[config.mk]
export PLATFORM = sky130hd
export DESIGN_NAME = bcs_clock_ram
export DESIGN_NICKNAME = d
export VERILOG_FILES = /design/src/bcs_pkg.sv /design/src/bcs_clock_ram.sv
export VERILOG_INCLUDE_DIRS = /design/src
export SDC_FILE = /design/constraint.sdc
export NUM_CORES = 1
export LEC_CHECK = 0
export BUFFER_PORTS_ARGS = -buffer_cell sky130_fd_sc_hd__buf_4
export CORE_UTILIZATION = 28
export DETAILED_ROUTE_END_ITERATION = 8
export GPL_TIMING_DRIVEN = 0
export MAX_ROUTING_LAYER = met4
export PLACE_DENSITY = 0.52
export SKIP_CTS_REPAIR_TIMING = 1
export SLEW_MARGIN = 20
export SYNTH_ARGS = -nofsm -noshare
export SYNTH_HDL_FRONTEND = slang
export SYNTH_SLANG_ARGS = --single-unit
[constraint.sdc]
create_clock -name clock -period 7.4 [get_ports clock]
set_input_delay 0.74 -clock clock [delete_from_list [all_inputs] [get_ports clock]]
set_output_delay 0.74 -clock clock [all_outputs]
set_load 0.05 [all_outputs]
[src/bcs_cfg.svh]
// How it works
// - Hold-low stretches bus clock by half periods
// - Stretch starts after high phase when timely
// - Late hold fall defers stretch one cycle
// - Timely hold release resumes at half end
// - Late release drops clock at second slot
// - Hold high gives plain divided clock
// - Bus clock is oscillator divided by four
// - Gate high lets RAM follow controls
// - Gate low blocks every RAM access
// - One bus clock out, showing stretches
// - Low 32 bytes and gate kept powered
// - RAM at 0000-007F drives data bus
`ifndef BCS_CFG_SVH
`define BCS_CFG_SVH
`define BCS_RAM_DEPTH     128
`define BCS_RAM_AW        7
`define BCS_RAM_KEEP      32
`define BCS_RAM_HI_ADDR   16'h007f
`define BCS_PH_RISE       2'h1
`define BCS_PH_FALL       2'h3
`define BCS_PH_HIGH2      2'h2
`define BCS_PH_IDLE       2'h0
`endif

[src/bcs_pkg.sv]
package bcs_pkg;
    typedef logic [1:0] bcs_phase_t;
    typedef logic [7:0] bcs_byte_t;
endpackage : bcs_pkg

[src/bcs_clock_ram.sv]
`timescale 1ns/100ps
`include "bcs_cfg.svh"
module bcs_clock_ram
    import bcs_pkg::*;
#(
    // RAM size, address width and retained bytes
    parameter int RAM_DEPTH = `BCS_RAM_DEPTH,
    parameter int RAM_AW    = `BCS_RAM_AW,
    parameter int RAM_KEEP  = `BCS_RAM_KEEP
)
(
    // Clock, reset, enable
    input  wire logic        clock,
    input  wire logic        rst_n,
    input  wire logic        clkEn,
    // Stretch control
    input  wire logic        slowMemoryHold,
    output logic             busClock,
    // On-chip RAM access
    input  wire logic        onchipRamGate,
    input  wire logic        standbyMode,
    input  wire logic [15:0] addr,
    input  wire logic        readNotWrite,
    input  wire logic        validAddr,
    input  wire logic [7:0]  wrData,
    output bcs_byte_t        rdData,
    output logic             dataDriveN
);

    // Synchroniser stages for the two pin inputs
    logic holdMeta_q;
    logic holdSync_q;
    logic gateMeta_q;
    logic gateSync_q;

    // Hold pin: two flops, idle high so reset shows no stretch
    always_ff @(posedge clock) begin
        if (!rst_n) begin
            holdMeta_q <= 1'b1;
            holdSync_q <= 1'b1;
        end else if (clkEn) begin
            holdMeta_q <= slowMemoryHold;
            holdSync_q <= holdMeta_q;
        end
    end

    // Gate pin: two flops, idle low so RAM stays shut after reset
    always_ff @(posedge clock) begin
        if (!rst_n) begin
            gateMeta_q <= 1'b0;
            gateSync_q <= 1'b0;
        end else if (clkEn) begin
            gateMeta_q <= onchipRamGate;
            gateSync_q <= gateMeta_q;
        end
    end

    // Phase counter and stretch bookkeeping
    bcs_phase_t phase_q;
    bcs_phase_t phase_d;
    logic       halfOdd_q;
    logic       halfOdd_d;
    logic       atHighEnd;
    logic       holdLow;
    logic       stretch;
    logic       busClock_d;

    // End of the high phase is the only place a stretch may start
    assign atHighEnd = (phase_q == `BCS_PH_FALL);

    // Synced hold level; a late fall misses this slot by the sync delay
    assign holdLow = !holdSync_q;

    // Stretch in pairs of quad cycles: one pair is half a bus period.
    // An odd cycle always completes its pair, so release only lands
    // on a half-period boundary, the late case one half later.
    assign stretch = atHighEnd && (halfOdd_q || holdLow);

    // Odd marker flips on each held quad cycle
    assign halfOdd_d = stretch && !halfOdd_q;

    // Counter freezes while held, otherwise counts quad cycles
    assign phase_d = stretch ? phase_q : phase_q + 2'h1;

    // Bus clock high on phases one and two, and through any stretch
    assign busClock_d = stretch
                        || (phase_q == `BCS_PH_RISE)
                        || (phase_q == `BCS_PH_HIGH2);

    // Phase counter on the quad-rate clock
    always_ff @(posedge clock) begin
        if (!rst_n) begin
            phase_q <= `BCS_PH_IDLE;
        end else if (clkEn) begin
            phase_q <= phase_d;
        end
    end

    // Half-period parity of the current stretch
    always_ff @(posedge clock) begin
        if (!rst_n) begin
            halfOdd_q <= 1'b0;
        end else if (clkEn) begin
            halfOdd_q <= halfOdd_d;
        end
    end

    // Registered bus clock, so the pin carries no decode glitches
    always_ff @(posedge clock) begin
        if (!rst_n) begin
            busClock <= 1'b0;
        end else if (clkEn) begin
            busClock <= busClock_d;
        end
    end

    // RAM storage, not reset: contents survive a processor reset
    bcs_byte_t         mem [RAM_DEPTH];
    logic [RAM_AW-1:0] idx;
    logic              inWindow;
    logic              hit;
    logic              rdHit;
    logic              wrHit;
    logic              inKeep;
    logic              wrSlot;
    logic              wrStb;

    // Word index from the low address bits
    assign idx = addr[RAM_AW-1:0];

    // Full decode of the low window, so no alias above it
    assign inWindow = (addr <= `BCS_RAM_HI_ADDR);

    // Gate low blocks both directions at once
    assign hit = validAddr && gateSync_q && inWindow;

    // Split by direction
    assign rdHit = hit && readNotWrite;
    assign wrHit = hit && !readNotWrite;

    // Only the low bytes sit on the standby supply
    assign inKeep = (idx < RAM_AW'(RAM_KEEP));

    // Write early in the high phase, once per bus cycle
    assign wrSlot = busClock && (phase_q == `BCS_PH_HIGH2);

    // In standby the unpowered upper bytes take no writes
    assign wrStb = wrHit && wrSlot && (!standbyMode || inKeep);

    // Storage write port
    always_ff @(posedge clock) begin
        if (clkEn && wrStb) begin
            mem[idx] <= wrData;
        end
    end

    // Bus drive enable; low while the device owns the data bus
    always_ff @(posedge clock) begin
        if (!rst_n) begin
            dataDriveN <= 1'b1;
        end else if (clkEn) begin
            dataDriveN <= !rdHit;
        end
    end

    // Read data, zero when not a read hit to keep the bus quiet
    always_ff @(posedge clock) begin
        if (!rst_n) begin
            rdData <= 8'h00;
        end else if (clkEn) begin
            if (rdHit) begin
                rdData <= mem[idx];
            end else begin
                rdData <= 8'h00;
            end
        end
    end

    // Limitation: a hold longer than one bus cycle keeps stretching;
    // the far side must release in time, nothing here cuts it short.
    // Trade-off: stretch granularity is a half period, not a quad cycle,
    // so the counter can simply freeze at its last phase.

endmodule : bcs_clock_ram

# Word level (Yosys, flattened, before mapping)
# Memory sizes are Yosys's and may differ from the RTL's.
# Cells that the tools add are included.
dict set report classes {
  n_addsub 1
  order_cmp 2
  bitwise 1
  n_reduce_logical 20
  muxes 3
  n_eq_ne 3
}
# op n
set op_table {}
lappend op_table {{16-bit by 7-bit <= comparator with 1-bit output (second input constant)} 1}
lappend op_table {{1-bit logical AND} 10}
lappend op_table {{8-bit 2-to-1 mux} 1}
lappend op_table {{7-bit by 6-bit < comparator with 1-bit output (second input constant)} 1}
lappend op_table {{1-bit zero test} 5}
lappend op_table {{2-bit == test (second input constant)} 2}
lappend op_table {{1-bit logical OR} 4}
lappend op_table {{2-bit by 1-bit adder with 2-bit output (second input constant)} 1}
lappend op_table {{2-bit by 1-bit == test with 1-bit output (second input constant)} 1}
lappend op_table {{1-bit 2-to-1 mux} 2}
lappend op_table {{2-bit AND reduction} 1}
lappend op_table {{1-bit inverter} 1}
dict set report totals {
  ramBits 1024
  regBits 17
  in_bits 32
  n_memories 1
}
# memory depth width rd rd_ports_with_merged_regs write_ports line
set mem_list {}
lappend mem_list {mem 128 8 1 0 1 bcs_clock_ram.sv:118} ;# bcs_byte_t mem [RAM_DEPTH];

# Longest topological paths before layout
# Gate-level depths: netlist of run 1.
dict set report depth {
  ltp_word 8
  depth_mapped 12
  depth_no_buf 7
}

# Worst setup path after synthesis of run 1
# Ideal clock, no wire load.
dict set report synth_path {
  path_kind {input to register}
  startpoint {input addr[2]}
  endpoint {memory mem[110][0] (netlist name) (enable)}
  cell_stages 10
  n_path_buf 7
  arrival_ns 2.642
  t_required_ns 7.029
  setup_slack_ns 4.388
  cell_sequence {buf_4 buf_6 buf_6 buf_4 buf_2 buf_2 and2_1 nand2_1 clkbuf_1 nor2_1}
}
dict set report synth_via {
  elab_chain_cells 8
  word_cells_on_any_way 10
  classes_between {order compare (2); mux (2); reduce/logical (6)}
}
# element line
set synth_rtl {}
lappend synth_rtl {{start: declaration} bcs_clock_ram.sv:22} ;# input wire logic [15:0] addr,
lappend synth_rtl {{16-bit by 7-bit <= comparator with 1-bit output (no line)} --}
lappend synth_rtl {{1-bit logical AND} bcs_clock_ram.sv:135} ;# assign hit = validAddr && gateSync_q && inWindow;
lappend synth_rtl {{1-bit logical AND} bcs_clock_ram.sv:139} ;# assign wrHit = hit && !readNotWrite;
lappend synth_rtl {{1-bit logical AND (2 in a row)} bcs_clock_ram.sv:148} ;# assign wrStb = wrHit && wrSlot && (!standbyMode || inKeep);
lappend synth_rtl {{1-bit logical AND} bcs_clock_ram.sv:152} ;# if (clkEn && wrStb) begin
lappend synth_rtl {{1-bit 2-to-1 mux} bcs_clock_ram.sv:152}
lappend synth_rtl {{1-bit 2-to-1 mux (implied by the code)} bcs_clock_ram.sv:153} ;# mem[idx] <= wrData;
lappend synth_rtl {{end: declaration} bcs_clock_ram.sv:118}
# Parallel ways exist; a longest one is shown, timed or not.

# Final worst setup path of run 1
dict set report layout_path {
  startpoint {input addr[2]}
  endpoint {memory mem[109][7] (netlist name) (enable)}
}
# Same word-level chain as after synthesis.

==> metrics.txt, run 1 <==
# TYPE chip_impl_metric gauge
chip_impl_info{name="outcome",value="finished, violations left"} 1
chip_impl_info{name="failing_checks",value="DRC, capacitance limit, slew limit"} 1
chip_impl_metric{name="fin_worst_skew",unit="ps"} 37.6
chip_impl_metric{name="finalCriticalPeriod",unit="ps"} 4920
chip_impl_info{name="crit-reg2reg-launch",value="gateSync_q$_SDFFE_PN0P_"} 1
chip_impl_metric{name="vdd_drop_max",unit="mV"} 0.183
chip_impl_metric{name="track_usage",unit="%"} 22.0
chip_impl_metric{name="numClockSinks",unit=""} 1041
chip_impl_metric{name="core.rowCount",unit=""} 139
chip_impl_metric{name="p_per_area",unit="nW/um2"} 275
chip_impl_metric{name="dieArea",unit="um2"} 146000
chip_impl_metric{name="worst_skew_pair.late_latency",unit="ps"} 710
chip_impl_metric{name="setup-violations-final",unit=""} 0
chip_impl_metric{name="synthesis.yosys.warnings",unit=""} 0
chip_impl_metric{name="setup.reg_to_reg.worst_slack",unit="ps"} 3660
chip_impl_metric{name="synth_nets",unit=""} 2304
chip_impl_metric{name="clock_path_buffers",unit=""} 3
chip_impl_metric{name="drt-pass1-iter-count",unit=""} 8
chip_impl_metric{name="synthesis.instances",unit=""} 2269
chip_impl_metric{name="max_clock_freq",unit="MHz"} 203
chip_impl_info{name="crit_type",value="primary input to flop"} 1
chip_impl_metric{name="r2r_cells",unit=""} 7
chip_impl_info{name="timing.hold.worst.class",value="primary input to flop"} 1
chip_impl_metric{name="clock_transition_at_path_regs",unit="ps"} 60
chip_impl_metric{name="vias",unit=""} 25200
chip_impl_metric{name="cts-buffers-inserted",unit=""} 108
chip_impl_metric{name="synth_seq_area_share",unit="%"} 76.6
chip_impl_metric{name="arrival_time_at_the_worst_endpoint",unit="ps"} 5230
chip_impl_metric{name="pre_cts_ws",unit="ps"} 1880
chip_impl_info{name="rsz_0062_raised_after_global_routing",value="no"} 1
chip_impl_metric{name="fin_setup_tns",unit="ps"} 0
chip_impl_metric{name="detail_route.iter0.violations",unit=""} 4287
chip_impl_metric{name="grt_antenna_before_repair",unit=""} 16
chip_impl_metric{name="number_of_pins_with_negative_max_slew_slack_in_the_final_report",unit=""} 2
chip_impl_metric{name="dp_hpwl",unit="um"} 99700
chip_impl_metric{name="core_box_area",unit="um2"} 144000
chip_impl_metric{name="grt_pass1_wl",unit="um"} 211000
chip_impl_info{name="capturing_point_of_the_worst_reg2reg_path",value="mem[96][6]$_DFFE_PP_"} 1
chip_impl_metric{name="worstPathRequired",unit="ps"} 7710
chip_impl_metric{name="post_route_cells_drive_above_1_share",unit="%"} 18.9
chip_impl_metric{name="synthesized_area_per_cell",unit="um2"} 17.9
chip_impl_metric{name="wirelength",unit="um"} 160000
chip_impl_info{name="tritoncts",value="built"} 1
chip_impl_metric{name="numPortBuffers",unit=""} 34
chip_impl_metric{name="ant_nets",unit=""} 0
chip_impl_metric{name="layout-area-overhead-vs-synth",unit="%"} 15.8
chip_impl_metric{name="timing.critical_path.fanout_max",unit=""} 10
chip_impl_metric{name="post_dr_vias_cell",unit=""} 5.71
chip_impl_metric{name="async_flop_share",unit="%"} 0
chip_impl_metric{name="synthesis.area",unit="um2"} 40600
chip_impl_metric{name="cts-htree-levels",unit=""} 3
chip_impl_metric{name="dieHeight",unit="um"} 383
chip_impl_metric{name="place.gp.congestion",unit=""} 1.01
chip_impl_info{name="critical_path.endpoint",value="mem[109][7]$_DFFE_PP_"} 1
chip_impl_info{name="synthFlopType",value="sky130_fd_sc_hd__edfxtp_1"} 1
chip_impl_metric{name="slew_headroom",unit="%"} -3.06
chip_impl_metric{name="first_global_vias",unit=""} 23300
chip_impl_metric{name="final_nets",unit=""} 2453
chip_impl_info{name="setup.worst_path.start",value="addr[2]"} 1
chip_impl_metric{name="yosys_register_bits",unit=""} 1041
chip_impl_metric{name="synth_enable_flop_cells",unit=""} 1024
chip_impl_metric{name="worst_slew_pin_slew",unit="ps"} 1510
chip_impl_info{name="cts.root.buffer_cell",value="sky130_fd_sc_hd__clkbuf_16"} 1
chip_impl_metric{name="start_util",unit="%"} 28.2
chip_impl_metric{name="ioPinCount",unit=""} 42
chip_impl_metric{name="overflow",unit=""} 0
chip_impl_metric{name="timing.max_cap.violations",unit=""} 1
chip_impl_metric{name="report.final.hold_viol_count",unit=""} 0
chip_impl_metric{name="fillers",unit=""} 14000
chip_impl_info{name="setup.worst_path.start_class",value="primary input"} 1
chip_impl_metric{name="finalCritPeriodShare",unit="%"} 66.5
chip_impl_metric{name="final_critical_path_setup_slack",unit="ps"} 2480
chip_impl_info{name="end_kind",value="flop"} 1
chip_impl_metric{name="largest_net_degree_at_the_start_of_global_routing",unit=""} 129
chip_impl_metric{name="post_synth_num_cell_types",unit=""} 71
chip_impl_metric{name="die_width",unit="um"} 383
chip_impl_metric{name="drt_drc_violations_left",unit=""} 8
chip_impl_metric{name="p_leak",unit="nW"} 14.5
chip_impl_metric{name="post_drt_wl_per_cell",unit="um"} 36.3
[flip-flops by register name, indices dropped and copies added, names as in the netlist]
name and count:
holdSync_q 1, gateMeta_q 1, gateSync_q 1, dataDriveN 1, phase_q 2, mem 1024, halfOdd_q 1, holdMeta_q 1
rdData 8, busClock 1
[worst min path at each step]
stage,cells past startpoint,endpoint,startpoint
floorplan,2,holdMeta_q$_SDFFE_PN1P_,holdMeta_q$_SDFFE_PN1P_
global placement,2,holdMeta_q$_SDFFE_PN1P_,holdMeta_q$_SDFFE_PN1P_
detailed placement,2,holdMeta_q$_SDFFE_PN1P_,holdMeta_q$_SDFFE_PN1P_
CTS,3,holdMeta_q$_SDFFE_PN1P_,slowMemoryHold
global route,3,holdMeta_q$_SDFFE_PN1P_,slowMemoryHold
finish,3,holdMeta_q$_SDFFE_PN1P_,slowMemoryHold
[critical path, stage by stage]
cell and delay (ps):
sky130_fd_sc_hd__buf_4 210, sky130_fd_sc_hd__buf_6 220, sky130_fd_sc_hd__buf_6 270, sky130_fd_sc_hd__buf_4 370, sky130_fd_sc_hd__buf_2 610, sky130_fd_sc_hd__buf_2 490, sky130_fd_sc_hd__and2_1 250, sky130_fd_sc_hd__nand2_1 350
sky130_fd_sc_hd__clkbuf_2 650, sky130_fd_sc_hd__nor2_1 990
[layout by cell type (no fill, tap or decap), types with 5 or more instances in the layout]
master                       instances
sky130_fd_sc_hd__nand2b_1            7
sky130_fd_sc_hd__buf_6              22
sky130_fd_sc_hd__mux2i_1            97
sky130_fd_sc_hd__a21oi_1            42
sky130_fd_sc_hd__o221ai_1           98
sky130_fd_sc_hd__clkbuf_1           38
sky130_fd_sc_hd__clkbuf_2           13
sky130_fd_sc_hd__nand3_1            28
sky130_fd_sc_hd__a22oi_1            18
sky130_fd_sc_hd__bufinv_16          12
sky130_fd_sc_hd__o31ai_1             5
sky130_fd_sc_hd__clkinv_1           28
sky130_fd_sc_hd__mux4_2             98
sky130_fd_sc_hd__dfxtp_1            17
sky130_fd_sc_hd__nor2_1            153
sky130_fd_sc_hd__nor3_1             10
sky130_fd_sc_hd__a221oi_1           23
sky130_fd_sc_hd__and3_1              5
sky130_fd_sc_hd__nor2b_1             8
sky130_fd_sc_hd__clkinvlp_4          6
sky130_fd_sc_hd__edfxtp_1         1024
sky130_fd_sc_hd__clkinv_2           23
sky130_fd_sc_hd__a31oi_1            13
sky130_fd_sc_hd__nand2_1            89
sky130_fd_sc_hd__o32a_1              5
sky130_fd_sc_hd__nor2_2              7
sky130_fd_sc_hd__a211oi_1           14
sky130_fd_sc_hd__mux2_2             31
sky130_fd_sc_hd__and2_1              8
sky130_fd_sc_hd__inv_1               6
sky130_fd_sc_hd__buf_4              63
sky130_fd_sc_hd__diode_2             9
sky130_fd_sc_hd__a311oi_1            7
sky130_fd_sc_hd__clkbuf_8            5
sky130_fd_sc_hd__o21a_1              7
sky130_fd_sc_hd__o21ai_0           112
sky130_fd_sc_hd__buf_2              65
sky130_fd_sc_hd__clkbuf_16         112
sky130_fd_sc_hd__o22ai_1           109
[power by group]
part	internal [mW]	switching (mW)	total (mW)
sequential	6.47	0.00207	6.48
clock	3.22	2.39	5.62
combinational	0.201	0.641	0.842
[synthesized netlist by cell type (8+ instances only)]
library cell / n / area [um2]
sky130_fd_sc_hd__mux2i_1: 97 / 971
sky130_fd_sc_hd__a221oi_1: 23 / 201
sky130_fd_sc_hd__o221ai_1: 98 / 858
sky130_fd_sc_hd__nor2_1: 160 / 601
sky130_fd_sc_hd__a211oi_1: 14 / 105
sky130_fd_sc_hd__nor2b_1: 8 / 50.1
sky130_fd_sc_hd__clkbuf_1: 37 / 139
sky130_fd_sc_hd__nand3_1: 28 / 140
sky130_fd_sc_hd__and2_1: 8 / 50.1
sky130_fd_sc_hd__buf_2: 64 / 320
sky130_fd_sc_hd__o22ai_1: 109 / 682
sky130_fd_sc_hd__buf_4: 36 / 270
sky130_fd_sc_hd__nand2_1: 89 / 334
sky130_fd_sc_hd__a31oi_1: 13 / 81.3
sky130_fd_sc_hd__edfxtp_1: 1024 / 30700
sky130_fd_sc_hd__a21oi_1: 42 / 210
sky130_fd_sc_hd__mux4_2: 98 / 2210
sky130_fd_sc_hd__a22oi_1: 18 / 135
sky130_fd_sc_hd__dfxtp_1: 17 / 340
sky130_fd_sc_hd__o21ai_0: 113 / 566
sky130_fd_sc_hd__buf_6: 14 / 158
sky130_fd_sc_hd__mux2_2: 31 / 349
sky130_fd_sc_hd__nor3_1: 10 / 50.1
[stage by stage]
step	hold slack (ps)	total power [mW]	instance area, um2	cells	util [%]
4_1_cts	239	12.9	46900	4410	32.6
3_3_place_gp	462	7.40	43200	4206	30.1
2_1_floorplan	441	6.94	40600	2269	-
6_report	254	12.9	47000	4422	32.7
5_1_grt	252	13.1	47000	4421	32.7
3_5_place_dp	470	7.40	43300	4208	30.1
[final cells by class]
| type | count | area, um2 | area share, % |
|---|---|---|---|
| Clock buffer | 131 | 2920 | 6.22 |
| Antenna cell | 9 | 22.5 | 0.0479 |
| Clock inverter | 71 | 677 | 1.44 |
| Buffer | 156 | 951 | 2.02 |
| Multi-Input combinational cell | 1063 | 8530 | 18.1 |
| Inverter | 9 | 33.8 | 0.0719 |
| Sequential cell | 1041 | 31100 | 66.2 |
| Timing Repair Buffer | 39 | 370 | 0.788 |
| Tap cell | 1903 | 2380 | 5.07 |
[routing by layer]
| metal | vias to the layer above | GRT usage, % | wire [um] |
|---|---|---|---|
| li1 | 9660 | - | - |
| met4 | 0 | 8.05 | 6870 |
| met5 | - | - | 0 |
| met3 | 374 | 6.39 | 19000 |
| met2 | 1897 | 31.8 | 70200 |
| met1 | 13300 | 29.3 | 64300 |
[cells by family (layout without fill, tap and decap cells)]
kind of cell	count (synthesis)	count (layout)	synth area share, %
xor+xnor	2	2	0.0432
mux	228	228	8.82
fa+ha+maj	3	3	0.0925
simple gates	332	332	3.53
compound gates	498	498	8.48
buf+inv	165	406	2.38
other cells	0	9	0
flops	1041	1041	76.6
(Power assumes the default switching activity.)
==> run 2, diff against run 1 <==
--- a/config.mk
+++ b/config.mk
@@ -6,6 +6,7 @@
 export SDC_FILE = /design/constraint.sdc
 export NUM_CORES = 1
 export LEC_CHECK = 0
+export ABC_AREA = 1
 export BUFFER_PORTS_ARGS = -buffer_cell sky130_fd_sc_hd__buf_4
 export CORE_UTILIZATION = 28
 export DETAILED_ROUTE_END_ITERATION = 8
==> constraint.sdc (replaced) <==
create_clock -name clock -period 4.91 [get_ports clock]
set_input_delay 0.491 -clock clock [delete_from_list [all_inputs] [get_ports clock]]
set_output_delay 0.491 -clock clock [all_outputs]
set_load 0.05 [all_outputs]
==> metrics.txt, run 2 <==
# TYPE chip_impl_metric gauge
chip_impl_metric{name="vias",unit=""} 28300
chip_impl_metric{name="vdd_drop_max",unit="mV"} 0.294
chip_impl_metric{name="worstPathRequired",unit="ps"} 5210
chip_impl_info{name="timing.hold.worst.class",value="primary input to flop"} 1
chip_impl_metric{name="final_critical_path_setup_slack",unit="ps"} 172
chip_impl_metric{name="p_leak",unit="nW"} 17.7
chip_impl_metric{name="number_of_pins_with_negative_max_slew_slack_in_the_final_report",unit=""} 0
chip_impl_info{name="largest_registers",value="mem x1024, rdData x8, phase_q x2"} 1
chip_impl_metric{name="start_util",unit="%"} 28.3
chip_impl_metric{name="synth_seq_area_share",unit="%"} 73.0
chip_impl_metric{name="core_box_area",unit="um2"} 150000
chip_impl_metric{name="first_global_vias",unit=""} 26900
chip_impl_metric{name="synthesis.instances",unit=""} 3793
chip_impl_info{name="tritoncts",value="built"} 1
chip_impl_metric{name="fin_worst_skew",unit="ps"} 24.6
chip_impl_metric{name="detail_route.iter0.violations",unit=""} 3209
chip_impl_metric{name="worst_slew_pin_slew",unit="ps"} 1280
chip_impl_metric{name="report.final.hold_viol_count",unit=""} 0
chip_impl_metric{name="finalCriticalPeriod",unit="ps"} 4740
chip_impl_metric{name="max_clock_freq",unit="MHz"} 211
chip_impl_info{name="max_flop_register",value="mem"} 1
chip_impl_info{name="critical_path.endpoint",value="mem[101][4]$_DFFE_PP_"} 1
chip_impl_info{name="most_used_standard_cells_in_the_synthesized_netlist",value="sky130_fd_sc_hd__nand2_1, sky130_fd_sc_hd__edfxtp_1, sky130_fd_sc_hd__nor2_1"} 1
chip_impl_metric{name="post_synth_num_cell_types",unit=""} 26
chip_impl_metric{name="core.rowCount",unit=""} 142
chip_impl_metric{name="async_flop_share",unit="%"} 0
chip_impl_info{name="cts.root.buffer_cell",value="sky130_fd_sc_hd__clkbuf_16"} 1
chip_impl_metric{name="yosys_register_bits",unit=""} 1041
chip_impl_metric{name="post-synth-top-area-fraction",unit="%"} 72.2
chip_impl_metric{name="clock_transition_at_path_regs",unit="ps"} 60
chip_impl_metric{name="synthesis.area",unit="um2"} 42600
chip_impl_info{name="capturing_point_of_the_worst_reg2reg_path",value="mem[101][4]$_DFFE_PP_"} 1
chip_impl_metric{name="largest_register_ff_count",unit=""} 1024
chip_impl_metric{name="place.gp.congestion",unit=""} 0.871
chip_impl_metric{name="dp_hpwl",unit="um"} 87400
chip_impl_metric{name="ant_nets",unit=""} 0
chip_impl_metric{name="clock_path_buffers",unit=""} 3
chip_impl_metric{name="dieHeight",unit="um"} 392
chip_impl_info{name="crit-reg2reg-launch",value="gateSync_q$_SDFFE_PN0P_"} 1
chip_impl_info{name="end_kind",value="flop"} 1
chip_impl_metric{name="fin_worst_hold_slack",unit="ps"} 25.1
chip_impl_metric{name="track_usage",unit="%"} 17.2
chip_impl_metric{name="largest_net_degree_at_the_start_of_global_routing",unit=""} 74
chip_impl_metric{name="die_width",unit="um"} 392
chip_impl_info{name="synth_top_cells_by_area",value="sky130_fd_sc_hd__edfxtp_1, sky130_fd_sc_hd__nand2_1, sky130_fd_sc_hd__nor2_1"} 1
chip_impl_metric{name="synthesized_area_per_cell",unit="um2"} 11.2
chip_impl_metric{name="final_nets",unit=""} 3989
chip_impl_info{name="setup.worst_path.start_class",value="primary input"} 1
chip_impl_metric{name="grt_pass1_wl",unit="um"} 186000
chip_impl_metric{name="cts-buffers-inserted",unit=""} 111
chip_impl_info{name="crit_type",value="primary input to flop"} 1
chip_impl_metric{name="numClockSinks",unit=""} 1041
chip_impl_metric{name="post_route_cells_drive_above_1_share",unit="%"} 8.31
chip_impl_info{name="layout.cells.most_common_list",value="sky130_fd_sc_hd__nand2_1, sky130_fd_sc_hd__edfxtp_1, sky130_fd_sc_hd__nor2_1"} 1
chip_impl_metric{name="post_dr_vias_cell",unit=""} 4.67
chip_impl_metric{name="r2r_cells",unit=""} 7
chip_impl_metric{name="slew_headroom",unit="%"} 14.9
chip_impl_info{name="synthFlopType",value="sky130_fd_sc_hd__edfxtp_1"} 1
chip_impl_info{name="rsz_0062_raised_after_global_routing",value="no"} 1
chip_impl_metric{name="p_per_area",unit="nW/um2"} 390
chip_impl_metric{name="dieArea",unit="um2"} 154000
chip_impl_metric{name="finalCritPeriodShare",unit="%"} 96.5
chip_impl_metric{name="timing.max_cap.violations",unit=""} 0
chip_impl_metric{name="grt_antenna_before_repair",unit=""} 4
chip_impl_info{name="outcome",value="finished clean"} 1
chip_impl_metric{name="layout-area-overhead-vs-synth",unit="%"} 15.6
chip_impl_metric{name="cts-htree-levels",unit=""} 3
chip_impl_metric{name="worst_skew_pair.late_latency",unit="ps"} 710
chip_impl_info{name="setup.worst_path.start",value="addr[13]"} 1
chip_impl_metric{name="ioPinCount",unit=""} 42
chip_impl_metric{name="synth_enable_flop_cells",unit=""} 1024
chip_impl_metric{name="synth_nets",unit=""} 3828
chip_impl_metric{name="drt_drc_violations_left",unit=""} 0
chip_impl_metric{name="setup.reg_to_reg.worst_slack",unit="ps"} 270
chip_impl_info{name="mostFrequentLayoutCell",value="sky130_fd_sc_hd__nand2_1"} 1
chip_impl_metric{name="setup-violations-final",unit=""} 0
chip_impl_metric{name="pre_cts_ws",unit="ps"} -854
chip_impl_info{name="netlist.top_cell.by_area",value="sky130_fd_sc_hd__edfxtp_1"} 1
chip_impl_metric{name="post_drt_wl_per_cell",unit="um"} 21.4
chip_impl_metric{name="timing.critical_path.fanout_max",unit=""} 10
chip_impl_metric{name="overflow",unit=""} 0
chip_impl_metric{name="wirelength",unit="um"} 130000
chip_impl_info{name="synth.most_common_cell",value="sky130_fd_sc_hd__nand2_1"} 1
chip_impl_metric{name="synthesis.yosys.warnings",unit=""} 0
chip_impl_metric{name="arrival_time_at_the_worst_endpoint",unit="ps"} 5040
chip_impl_metric{name="numPortBuffers",unit=""} 39
chip_impl_metric{name="drt-pass1-iter-count",unit=""} 6
## run 2: worst max-delay path, cell delays in order
cell and delay (ps):
sky130_fd_sc_hd__buf_4 110, sky130_fd_sc_hd__nor2_2 580, sky130_fd_sc_hd__nand4_1 840, sky130_fd_sc_hd__a211oi_4 730, sky130_fd_sc_hd__nand3_1 590, sky130_fd_sc_hd__clkbuf_1 680, sky130_fd_sc_hd__nor2_1 970
## run 2: stage by stage
stage / TNS (ps) / utilization [%] / area [um2] / cells / power, mW
floorplan: 0 / - / 42600 / 3793 / 10.5
global placement: -294330 / 30.2 / 45400 / 5848 / 11.0
detailed placement: -335700 / 30.4 / 45700 / 5857 / 11.1
CTS: -1000 / 32.7 / 49200 / 6059 / 19.3
global route: 0 / 32.8 / 49200 / 6060 / 19.7
finish: 0 / 32.8 / 49200 / 6061 / 19.2
## run 2: cells by family (layout without fill, tap and decap cells)
group | after synthesis | in the layout | share of synthesized area, %
AND/OR/NAND/NOR | 2129 | 2129 | 19.9
adder cells (fa/ha/maj) | 3 | 3 | 0.0882
flip-flops | 1041 | 1041 | 73.0
buffers and inverters | 328 | 578 | 3.47
other | 0 | 2 | 0
AO/OA/AOI/OAI | 292 | 292 | 3.52
## run 2: final cells by class
cell class | count | area (um2)
flip-flops and latches | 1041 | 31100
fillers | 15200 | 101000
inverters | 123 | 462
well taps | 2016 | 2520
plain buffers | 205 | 1020
repair buffers | 48 | 558
clock buffers | 137 | 2920
diodes | 2 | 5.00
clock inverters | 65 | 636
multi-input cells | 2424 | 10000
## run 2: worst min-delay path by stage
stage	slack (ps)	depth (start not counted)	start	end
5_1_grt	10	3	slowMemoryHold	holdMeta_q$_SDFFE_PN1P_
3_3_place_gp	440	2	holdMeta_q$_SDFFE_PN1P_	holdMeta_q$_SDFFE_PN1P_
3_5_place_dp	450	2	holdMeta_q$_SDFFE_PN1P_	holdMeta_q$_SDFFE_PN1P_
2_1_floorplan	430	2	holdMeta_q$_SDFFE_PN1P_	holdMeta_q$_SDFFE_PN1P_
4_1_cts	-10	3	slowMemoryHold	holdMeta_q$_SDFFE_PN1P_
6_report	30	3	slowMemoryHold	holdMeta_q$_SDFFE_PN1P_
## run 2: power breakdown
group	leakage, nW	switching, mW	total [mW]	internal, mW
Sequential	9.34	0.00308	9.76	9.76
Combinational	6.64	0.856	1.12	0.262
Clock	1.74	3.46	8.32	4.86
## run 2: metal layers
| layer | global-route usage (%) | wire length, um | up-vias | share of wire, % |
|---|---|---|---|---|
| li1 | - | - | 13200 | - |
| met1 | 23.4 | 58000 | 13800 | 45 |
| met2 | 25.2 | 56600 | 1020 | 44 |
| met3 | 4.25 | 11400 | 213 | 8.8 |
| met4 | 5.07 | 3750 | 0 | 2.9 |
| met5 | - | 0 | - | 0 |
